--- src/drd_pkg.sv ---
// Package for the dual-bank read-only memory address decoder.
// Assumes a single core clock domain; all users import drd_pkg::*.
package drd_pkg;
	// Widths
	localparam int ADDR_W = 8;
	localparam int SOCK_N = 4;
	// Part size codes held on the memory-type configuration port
	typedef enum logic [1:0] {
		DRD_SIZE_1K,
		DRD_SIZE_2K,
		DRD_SIZE_4K,
		DRD_SIZE_OFF
	} drd_size_t;
	// Bit positions within the latched high byte (address bits 15..8)
	localparam int HI_A10 = 2;
	localparam int HI_A11 = 3;
	localparam int HI_A12 = 4;
	localparam int HI_A13 = 5;
	localparam int HI_A15 = 7;
	// Low two bits of the socket address field carry bits 10 and 11
	localparam int SOCK_A10 = 0;
	localparam int SOCK_A11 = 1;
	// Reset values
	localparam logic [7:0] HI_RST = 8'h00;
	localparam logic [3:0] CS_IDLE_N = 4'hF;
endpackage : drd_pkg

--- src/drd_decoder.sv ---
// Dual-bank read-only memory address decoder and bus interface.
// Assumes bus strobes are asynchronous to core_clk; settings are static straps.
//
// Summary of operation
// RQ1 - Low address byte buffered to every socket, valid after the address strobe.
// RQ2 - High address byte captured on the strobe's trailing edge.
// RQ3 - Bank selected when top 4, 3 or 2 bits match its switch.
// RQ4 - Next two bits below compared ones pick one of four chip selects.
// RQ5 - Memory-type setting picks which of three decoders drives selects.
// RQ6 - Bits 10 and 11 routed to sockets by part size.
// RQ7 - Data buffers stay off unless the high address matches the bank.
// RQ8 - Chip selects only produced while the read strobe is active.
// RQ9 - Forced start with link fitted latches bit 15 as one.
// RQ10 - Two independently decoded banks, each 4 to 16 KB in 64 KB.
// RQ11 - One part size per bank; banks configured separately.
// RQ12 - Removed socket link holds that chip select inactive.
// RQ13 - Static settings; no selects outside both configured bank ranges.
`timescale 1ns/1ps
module drd_decoder
	import drd_pkg::*;
#(
	parameter int SYNC_STAGES = 2 // Not used; pin synchronisers are fixed at two stages
) (
	input wire logic core_clk, // Core clock, 100 MHz
	input wire logic rst_n, // Asynchronous reset, active low
	input wire logic clk_en, // Freezes all state while low
	input wire logic [7:0] bus_addr, // Multiplexed address pins
	input wire logic address_latch_strobe, // Address strobe pin, active high
	input wire logic memory_read_n, // Read strobe pin, active low
	input wire logic forced_high_start, // Forced-start request pin
	input wire logic start_force_link, // Link fitted for forced start
	input wire logic [3:0] bank_a_address_switch, // Bank A base switch
	input wire logic [3:0] bank_b_address_switch, // Bank B base switch
	input wire drd_pkg::drd_size_t bank_a_size, // Bank A part size
	input wire drd_pkg::drd_size_t bank_b_size, // Bank B part size
	input wire logic [3:0] bank_a_socket_links, // Bank A socket enables
	input wire logic [3:0] bank_b_socket_links, // Bank B socket enables
	output logic [7:0] sock_addr_lo, // Low address byte to sockets
	output logic [1:0] bank_a_sock_hi, // Gated bits 11:10, bank A
	output logic [1:0] bank_b_sock_hi, // Gated bits 11:10, bank B
	output logic [3:0] bank_a_cs_n, // Bank A chip selects, active low
	output logic [3:0] bank_b_cs_n, // Bank B chip selects, active low
	output logic data_buf_oe_n, // Both data buffers, low drives bus
	output logic [7:0] hi_addr // Latched high address byte
);
	import drd_pkg::*;

	////////////////////////////////////////////////////////////////////////
	// Pin synchronisers; first stage read only by the second
	logic [9:0] sync1_q;
	logic [9:0] sync2_q;
	logic force_s1_q;
	logic force_s2_q;
	logic strobe_d1_q;
	wire logic [9:0] pins = {memory_read_n, address_latch_strobe, bus_addr};
	wire logic [7:0] addr_s = sync2_q[7:0];
	wire logic strobe_s = sync2_q[8];
	wire logic rd_n_s = sync2_q[9];

	// Two-flop synchronisers; memory read reset high (idle)
	always_ff @(posedge core_clk or negedge rst_n) begin
		if (!rst_n) begin
			sync1_q <= {2'h2, 8'h00};
			sync2_q <= {2'h2, 8'h00};
			force_s1_q <= 1'b0;
			force_s2_q <= 1'b0;
			strobe_d1_q <= 1'b0;
		end else if (clk_en) begin
			sync1_q <= pins;
			sync2_q <= sync1_q;
			force_s1_q <= forced_high_start;
			force_s2_q <= force_s1_q;
			strobe_d1_q <= strobe_s;
		end
	end

	////////////////////////////////////////////////////////////////////////
	// Trailing edge of the strobe captures the high byte
	wire logic strobe_fall = strobe_d1_q && !strobe_s; // RQ2
	wire logic force_a15 = force_s2_q && start_force_link; // RQ9
	logic [7:0] hi_d;
	assign hi_d = {addr_s[HI_A15] | force_a15, addr_s[6:0]}; // RQ9

	// Sampled bus on the same delay as the strobe, so the byte is coherent
	always_ff @(posedge core_clk or negedge rst_n) begin
		if (!rst_n) begin
			hi_addr <= HI_RST;
		end else if (clk_en && strobe_fall) begin
			hi_addr <= hi_d; // RQ2
		end
	end

	////////////////////////////////////////////////////////////////////////
	// Two independent bank decoders (RQ10, RQ11)
	logic hit_a;
	logic hit_b;
	logic [3:0] cs_a_n;
	logic [3:0] cs_b_n;
	logic [1:0] sa_a;
	logic [1:0] sa_b;

	drd_bank_dec u_bank_a (
		.hi_addr(hi_addr),
		.bank_sw(bank_a_address_switch),
		.part_size(bank_a_size),
		.sock_links(bank_a_socket_links),
		.rd_n(rd_n_s),
		.bank_hit(hit_a),
		.cs_n(cs_a_n),
		.sock_a(sa_a)
	); // RQ10

	drd_bank_dec u_bank_b (
		.hi_addr(hi_addr),
		.bank_sw(bank_b_address_switch),
		.part_size(bank_b_size),
		.sock_links(bank_b_socket_links),
		.rd_n(rd_n_s),
		.bank_hit(hit_b),
		.cs_n(cs_b_n),
		.sock_a(sa_b)
	); // RQ10 RQ11

	// Buffers enable on a bank match; read strobe sets direction outside
	wire logic buf_en = hit_a || hit_b; // RQ7

	////////////////////////////////////////////////////////////////////////
	// Registered outputs; one cycle behind the decode
	always_ff @(posedge core_clk or negedge rst_n) begin
		if (!rst_n) begin
			sock_addr_lo <= 8'h00;
			bank_a_sock_hi <= 2'h0;
			bank_b_sock_hi <= 2'h0;
			bank_a_cs_n <= CS_IDLE_N;
			bank_b_cs_n <= CS_IDLE_N;
			data_buf_oe_n <= 1'b1;
		end else if (clk_en) begin
			sock_addr_lo <= addr_s; // RQ1
			bank_a_sock_hi <= sa_a; // RQ6
			bank_b_sock_hi <= sa_b; // RQ6
			bank_a_cs_n <= cs_a_n; // RQ4 RQ8 RQ12
			bank_b_cs_n <= cs_b_n; // RQ4 RQ8 RQ12
			data_buf_oe_n <= !buf_en; // RQ7
		end
	end
endmodule : drd_decoder

--- src/drd_bank_dec.sv ---
// One bank's compare and two-to-four chip-select decode, purely combinational.
// Assumes a stable latched high byte and static switch settings.
`timescale 1ns/1ps
module drd_bank_dec
	import drd_pkg::*;
(
	input wire logic [7:0] hi_addr, // Latched address bits 15..8
	input wire logic [3:0] bank_sw, // Bank address switch bits
	input wire drd_pkg::drd_size_t part_size, // Memory-type setting
	input wire logic [3:0] sock_links, // High = socket enabled
	input wire logic rd_n, // Synchronised read strobe
	output logic bank_hit, // Address within this bank
	output logic [3:0] cs_n, // Socket chip selects, active low
	output logic [1:0] sock_a // Gated bits 11:10 for sockets
);
	////////////////////////////////////////////////////////////////////////
	// Compare 4, 3 or 2 top bits by part size
	wire logic hit_4k = (hi_addr[7:4] == bank_sw); // RQ3
	wire logic hit_8k = (hi_addr[7:5] == bank_sw[3:1]); // RQ3
	wire logic hit_16k = (hi_addr[7:6] == bank_sw[3:2]); // RQ3
	// Three decoders, one chosen by part size
	wire logic [1:0] sel_4k = hi_addr[HI_A11:HI_A10]; // RQ4
	wire logic [1:0] sel_8k = hi_addr[HI_A12:HI_A11]; // RQ4
	wire logic [1:0] sel_16k = hi_addr[HI_A13:HI_A12]; // RQ4
	logic [1:0] sel;
	logic [3:0] onehot;

	// Decoder selection and bank match (RQ5)
	always_comb begin
		bank_hit = 1'b0;
		sel = sel_4k;
		sock_a = 2'h0;
		case (part_size)
			DRD_SIZE_1K: begin
				bank_hit = hit_4k; // RQ5
				sel = sel_4k;
				sock_a = 2'h0; // RQ6
			end
			DRD_SIZE_2K: begin
				bank_hit = hit_8k; // RQ5
				sel = sel_8k;
				sock_a = {1'b0, hi_addr[HI_A10]}; // RQ6
			end
			DRD_SIZE_4K: begin
				bank_hit = hit_16k; // RQ5
				sel = sel_16k;
				sock_a = hi_addr[HI_A11:HI_A10]; // RQ6
			end
			default: begin
				bank_hit = 1'b0; // RQ13
			end
		endcase
	end

	// Read-qualified decode; cut links and misses keep selects high
	assign onehot = 4'h1 << sel;
	assign cs_n = (bank_hit && !rd_n) ? ~(onehot & sock_links) : CS_IDLE_N; // RQ8 RQ12 RQ13
endmodule : drd_bank_dec

--- config.mk ---
export PLATFORM = sky130hd
export DESIGN_NAME = drd_decoder
export DESIGN_NICKNAME = d
export VERILOG_FILES = /design/src/drd_pkg.sv /design/src/drd_decoder.sv /design/src/drd_bank_dec.sv
export SDC_FILE = /design/constraint.sdc
export NUM_CORES = 1
export LEC_CHECK = 0
export BUFFER_PORTS_ARGS = -buffer_cell sky130_fd_sc_hd__buf_4
export CAP_MARGIN = 30
export CORE_MARGIN = 4
export CORE_UTILIZATION = 56
export DETAILED_ROUTE_END_ITERATION = 6
export PLACE_DENSITY = 0.94
export SLEW_MARGIN = 20
export SYNTH_ARGS = -nofsm -noshare
export SYNTH_HDL_FRONTEND = slang
export SYNTH_SLANG_ARGS = --single-unit
--- constraint.sdc ---
create_clock -name core_clk -period 2.26 [get_ports core_clk]
set_input_delay 0.452 -clock core_clk [delete_from_list [all_inputs] [get_ports core_clk]]
set_output_delay 0.452 -clock core_clk [all_outputs]
set_load 0.05 [all_outputs]
==> flow_summary.json, run 1 <==
{
  "cts.repair.resized": 0,
  "core_area_um2": 4086,
  "die_h_um": 73.65,
  "avgSynthCellArea_um2": 13.56,
  "cts_hold_buf": 0,
  "setup_violations": 0,
  "timing.rr.start": "hi_addr[4]$_DFFE_PN0P_",
  "grt_pass1_wl_um": 8342,
  "post_cts_buffers": 0,
  "drc": 0,
  "postRouteAntennaNets": 0,
  "skew_ps": 6.574,
  "fin_crit_sh": 0.7169,
  "yosys_warnings": 0,
  "dp_slack_ps": 457.3,
  "drt_iter0_markers": 84,
  "worst_setup_path_start_kind": "flop",
  "yosysUniqueCellTypes": 28,
  "cp-end-kind": "flop",
  "postLayoutSetupSlackWorst_ps": 639.7,
  "clkSlewWorstSetupHoldPaths_ps": 100,
  "final_max_slew_viol_count": 0,
  "ys_seq_area_frac": 0.5448,
  "p_leak_nw": 1.346,
  "row_count": 23,
  "clk_latency_ps": 310,
  "ir_worst_vdd_v": 0.0008236,
  "start_util": 0.5906,
  "drive_gt1_frac": 0.5328,
  "cts_max_path_buffers": 2,
  "setup_tns_ps": 0,
  "routedWlPerCell_um": 16.77,
  "syn_nets": 221,
  "grt_pass1_vias": 1730,
  "grt_max_degree": 53,
  "p_per_area_nw_per_um2": 1011,
  "max_freq_mhz": 617.2,
  "synthCells": 178,
  "grt_overflow": 0,
  "finalHoldViolCount": 0,
  "drv_cap": 0,
  "yosys_register_bits": 52,
  "layout_commonest_cell": "buf_4",
  "antenna_found_initial": 0,
  "syn2layout_area_growth_pct": 24.21,
  "port_buffers": 63,
  "worst_slew_margin_rel": 0.5776,
  "die_w_um": 73.65,
  "die-area_um2": 5424,
  "crit_type": "flop to flop",
  "top_level_ports": 64,
  "r2r-end": "bank_a_cs_n[0]$_DFFE_PN1P_",
  "wl_um": 4929,
  "grt_usage": 0.2018,
  "ctsHtreeMaxLevel": 2,
  "min_path_type": "input port to asynchronous set/reset pin",
  "ff2ff_setup_slack_ps": 640,
  "antenna_cells": 0,
  "required_ps": 2480,
  "worst-path-max-fanout": 8,
  "place.gp.congestion": 0.8584,
  "rsz0062_at_grt": "false",
  "cts-root-buf": "clkbuf_8",
  "crit_arrival_ps": 1840,
  "dp_hpwl_um": 3648,
  "routed_via_density": 5.510,
  "numCtsBuffers": 5,
  "reg2reg_depth": 4,
  "cts_tree": "yes",
  "max_slew.worst_pin.slew_ps": 633.5,
  "drt-pass1-iter-count": 4,
  "mostFrequentLayoutCells": "buf_4, dfrtp_1, mux2_2",
  "nets": 286,
  "status": "completed",
  "clock_sinks": 52,
  "vias": 1620,
  "min_period_ps": 1620,
  "syn_area_um2": 2414
}
==> Yosys cell counts, drive strengths merged <==
cell type  number  area, um^2
nand3b          1       7.510
dfstp          11       289.0
or3             2       22.52
o2111ai         2       17.52
a22oi           4       30.03
nor4            2       42.54
xor2            4       35.03
mux2           38       427.9
inv             8       30.03
o21ai           5       25.02
a211oi          2       32.53
nor4b           2       17.52
ha              8       100.1
xnor2           4       35.03
dfrtp          41        1026
nor2           15       56.30
buf             3       15.01
nand2           1       3.750
nor3            1       5.000
a41oi           8       70.07
nand3           2       10.01
clkbuf          4       45.04
nand2b          1       13.76
a21oi           5       25.02
a21o            4       31.28
==> metrics by stage <==
| stage | instance area [um^2] | hold slack, ps | utilization | power (mW) | std cells |
|---|---|---|---|---|---|
| detailed placement | 2904 | 484.0 | 0.7107 | 2.493 | 286 |
| global placement | 2904 | 485.0 | 0.7107 | 2.452 | 286 |
| floorplan | 2414 | 156.4 | - | 2.105 | 178 |
| finish | 2998 | 152.3 | 0.7336 | 3.031 | 294 |
| CTS | 2998 | 171.8 | 0.7336 | 3.053 | 294 |
| global route | 2998 | 197.4 | 0.7336 | 3.188 | 294 |
==> logic make-up after synthesis <==
| family | after synthesis | share of synthesized area |
|---|---|---|
| flip-flops | 52 | 0.5448 |
| multiplexers | 38 | 0.1773 |
| AO/OA/AOI/OAI | 30 | 0.09590 |
| AND/OR/NAND/NOR | 27 | 0.07413 |
| buffers and inverters | 15 | 0.03732 |
| XOR/XNOR | 8 | 0.02903 |
| adder cells (fa/ha/maj) | 8 | 0.04147 |
==> metal layers <==
metal | vias up | GRT usage | wire length (um)
li1 | 768 | - | -
met4 | 0 | 0.05433 | 57
met2 | 55 | 0.3376 | 2394
met5 | - | 0 | 0
met3 | 8 | 0.06156 | 377
met1 | 789 | 0.2538 | 2100
==> flip-flops by register name (all words and copies together) (netlist names) <==
register and flops:
sync1_q 10, sync2_q 10, hi_addr 8, sock_addr_lo 8
bank_a_cs_n 4, bank_b_cs_n 4, bank_a_sock_hi 2, bank_b_sock_hi 2
data_buf_oe_n 1, force_s1_q 1, force_s2_q 1, strobe_d1_q 1
==> power by group <==
part           total, mW  switching (mW)  internal (mW)
clock              0.552           0.326          0.226
sequential          1.29           0.181           1.11
combinational       1.19           0.746          0.440
total               3.03            1.25           1.78
==> critical path, cell delays in order (launching register included) <==
cell      delay (ps)
dfrtp_1          500
xnor2_1          370
a211oi_4         130
nor4_4           360
a41oi_1          170
==> worst max path at each step <==
| stage | from | end | slack, ps |
|---|---|---|---|
| floorplan | hi_addr[7]$_DFFE_PN0P_ | bank_a_cs_n[0]$_DFFE_PN1P_ | 530 |
| global placement | bank_a_size[0] | bank_a_cs_n[3]$_DFFE_PN1P_ | 510 |
| detailed placement | bank_a_size[0] | bank_a_cs_n[1]$_DFFE_PN1P_ | 460 |
| CTS | hi_addr[4]$_DFFE_PN0P_ | bank_a_cs_n[1]$_DFFE_PN1P_ | 630 |
| global route | hi_addr[4]$_DFFE_PN0P_ | bank_a_cs_n[3]$_DFFE_PN1P_ | 480 |
| finish | hi_addr[4]$_DFFE_PN0P_ | bank_a_cs_n[0]$_DFFE_PN1P_ | 640 |
==> final cells by class <==
type / count / area (um^2)
repair buffers: 65 / 488.0
flip-flops and latches: 52 / 1315
inverters: 8 / 30.03
fillers: 277 / 1089
clock buffers: 5 / 68.82
multi-input cells: 111 / 1008
clock inverters: 3 / 25.02
well taps: 50 / 62.56
(Power assumes the default switching activity.)
==> run 2: changes to the inputs <==
--- a/config.mk
+++ b/config.mk
@@ -8,9 +8,9 @@
 export BUFFER_PORTS_ARGS = -buffer_cell sky130_fd_sc_hd__buf_4
 export CAP_MARGIN = 30
 export CORE_MARGIN = 4
-export CORE_UTILIZATION = 56
+export CORE_UTILIZATION = 52
 export DETAILED_ROUTE_END_ITERATION = 6
-export PLACE_DENSITY = 0.94
+export PLACE_DENSITY = 0.89
 export SLEW_MARGIN = 20
 export SYNTH_ARGS = -nofsm -noshare
 export SYNTH_HDL_FRONTEND = slang
==> constraint.sdc (replaced) <==
create_clock -name core_clk -period 1.5 [get_ports core_clk]
set_input_delay 0.3 -clock core_clk [delete_from_list [all_inputs] [get_ports core_clk]]
set_output_delay 0.3 -clock core_clk [all_outputs]
set_load 0.05 [all_outputs]
==> flow_summary.json, run 2 (synthesis gave the netlist of run 1 again) <==
{
  "crit_arrival_ps": 1800,
  "max_freq_mhz": 627.8,
  "ctsHtreeMaxLevel": 2,
  "cp-startpoint": "hi_addr[6]$_DFFE_PN0P_",
  "syn2layout_area_growth_pct": 29.91,
  "drt_iter0_markers": 83,
  "top_level_ports": 64,
  "routed_via_density": 5.399,
  "start_util": 0.5468,
  "grt_usage": 0.1768,
  "finalHoldViolCount": 0,
  "worst_setup_path_start_kind": "flop",
  "min_path_type": "input port to asynchronous set/reset pin",
  "p_total_mw": 4.842,
  "routedWlPerCell_um": 16.02,
  "grt_pass1_wl_um": 8549,
  "die_w_um": 76.13,
  "die-area_um2": 5796,
  "nFillCells": 320,
  "clkSlewWorstSetupHoldPaths_ps": 90,
  "final_max_slew_viol_count": 0,
  "layout_commonest_cell": "buf_4",
  "status": "finished with violations",
  "cts-root-buf": "clkbuf_8",
  "drc": 0,
  "postRouteAntennaNets": 0,
  "mostFrequentLayoutCells": "buf_4, mux2_2, dfrtp_1",
  "core_area_um2": 4414,
  "antenna_cells": 0,
  "cts_max_path_buffers": 2,
  "postLayoutSetupSlackWorst_ps": -92.85,
  "p_leak_nw": 1.398,
  "die_h_um": 76.13,
  "top_regs": "sync1_q: 10 flops, sync2_q: 10 flops",
  "clock_sinks": 52,
  "ir_worst_vdd_v": 0.001030,
  "row_count": 24,
  "dp_hpwl_um": 3631,
  "cts_hold_buf": 0,
  "fin_crit_sh": 1.062,
  "critPathCapture": "bank_a_cs_n[1]$_DFFE_PN1P_",
  "required_ps": 1710,
  "rsz0062_at_grt": "true",
  "cts_tree": "yes",
  "place.gp.congestion": 0.8415,
  "drive_gt1_frac": 0.5817,
  "ff2ff_setup_slack_ps": -90,
  "fin_util": 0.7103,
  "r2r-end": "bank_a_cs_n[1]$_DFFE_PN1P_",
  "grt_pass1_vias": 1821,
  "wl_um": 4853,
  "worst_slew_margin_rel": 0.5843,
  "min_period_ps": 1593,
  "nets": 293,
  "numCtsBuffers": 5,
  "setup_violations": 8,
  "p_per_area_nw_per_um2": 1544,
  "timing.rr.start": "hi_addr[6]$_DFFE_PN0P_",
  "clk_latency_ps": 300,
  "final_cell_count_no_fill": 303,
  "grt_overflow": 0,
  "violations": "setup timing",
  "worst-path-max-fanout": 4,
  "drv_cap": 0,
  "dpl.cell_count": 294,
  "antenna_found_initial": 0,
  "port_buffers": 63,
  "cp-end-kind": "flop",
  "reg2reg_depth": 5,
  "dp_slack_ps": -122.3,
  "vias": 1636,
  "drt-pass1-iter-count": 4,
  "crit_type": "flop to flop",
  "max_slew.worst_pin.slew_ps": 623.6,
  "grt_max_degree": 53,
  "skew_ps": 6.612
}
## run 2: changes by cell type in the layout (fill, tap and decap cells not counted), moves of 2 or more
cell	delta
dfrtp_1	-3
buf_4	+6
dfrtp_2	+3
nor4b_2	+2
nor4b_1	-2
a41oi_1	-3
a41oi_2	+3
## run 2: how the worst min path moves through the flow
stage	start	end	slack (ps)	cells past startpoint
after global routing	rst_n	sync1_q[6]$_DFFE_PN0P_	60	1
final	rst_n	bank_b_sock_hi[0]$_DFFE_PN0P_	8	1
after floorplan	rst_n	bank_a_sock_hi[0]$_DFFE_PN0P_	4	0
after global placement	rst_n	bank_b_sock_hi[0]$_DFFE_PN0P_	360	1
after detailed placement	rst_n	bank_b_sock_hi[0]$_DFFE_PN0P_	360	1
after CTS	rst_n	bank_a_sock_hi[1]$_DFFE_PN0P_	30	1
## run 2: cell type report
class	count	area (um^2)	share of cell area
Timing Repair Buffer	72	544.3	0.1736
Clock buffer	5	68.82	0.02195
Sequential cell	52	1319	0.4206
Inverter	8	30.03	0.009577
Clock inverter	3	46.29	0.01476
Multi-Input combinational cell	111	1062	0.3388
Tap cell	52	65.06	0.02075
## run 2: routing by layer
layer,share of wire,GRT usage,vias up
li1,-,-,782
met1,0.43,0.2246,791
met2,0.49,0.2902,57
met3,0.067,0.05674,6
met4,0.015,0.04895,0
met5,0,0,-
## run 2: repair_timing
action	4_1_cts	5_1_grt
setup endpoints to repair	5	9
pin swaps	0	2
setup buffers	1	0
hold endpoints to repair	0	0
gates resized for setup	3	3
## run 2: through the flow
stage	hold WS, ps	TNS (ps)	cell area (um^2)
finish	7.616	-502.5	3136
global route	58.39	-1272	3136
CTS	25.08	-542.6	3114
detailed placement	361.3	-628.5	2974
global placement	357.6	-172.2	2974
floorplan	4.409	-382.2	2442
## run 2: power breakdown
part	switching (mW)	internal, mW
registers	0.256	1.68
logic	1.16	0.770
clock network	0.467	0.503
total	1.89	2.96
## run 2: critical path, cell delays in order (launching register included)
cell     delay, ps
dfrtp_2        430
buf_4          140
xor2_1         130
or3_4          350
nor4_4         260
a41oi_1        180
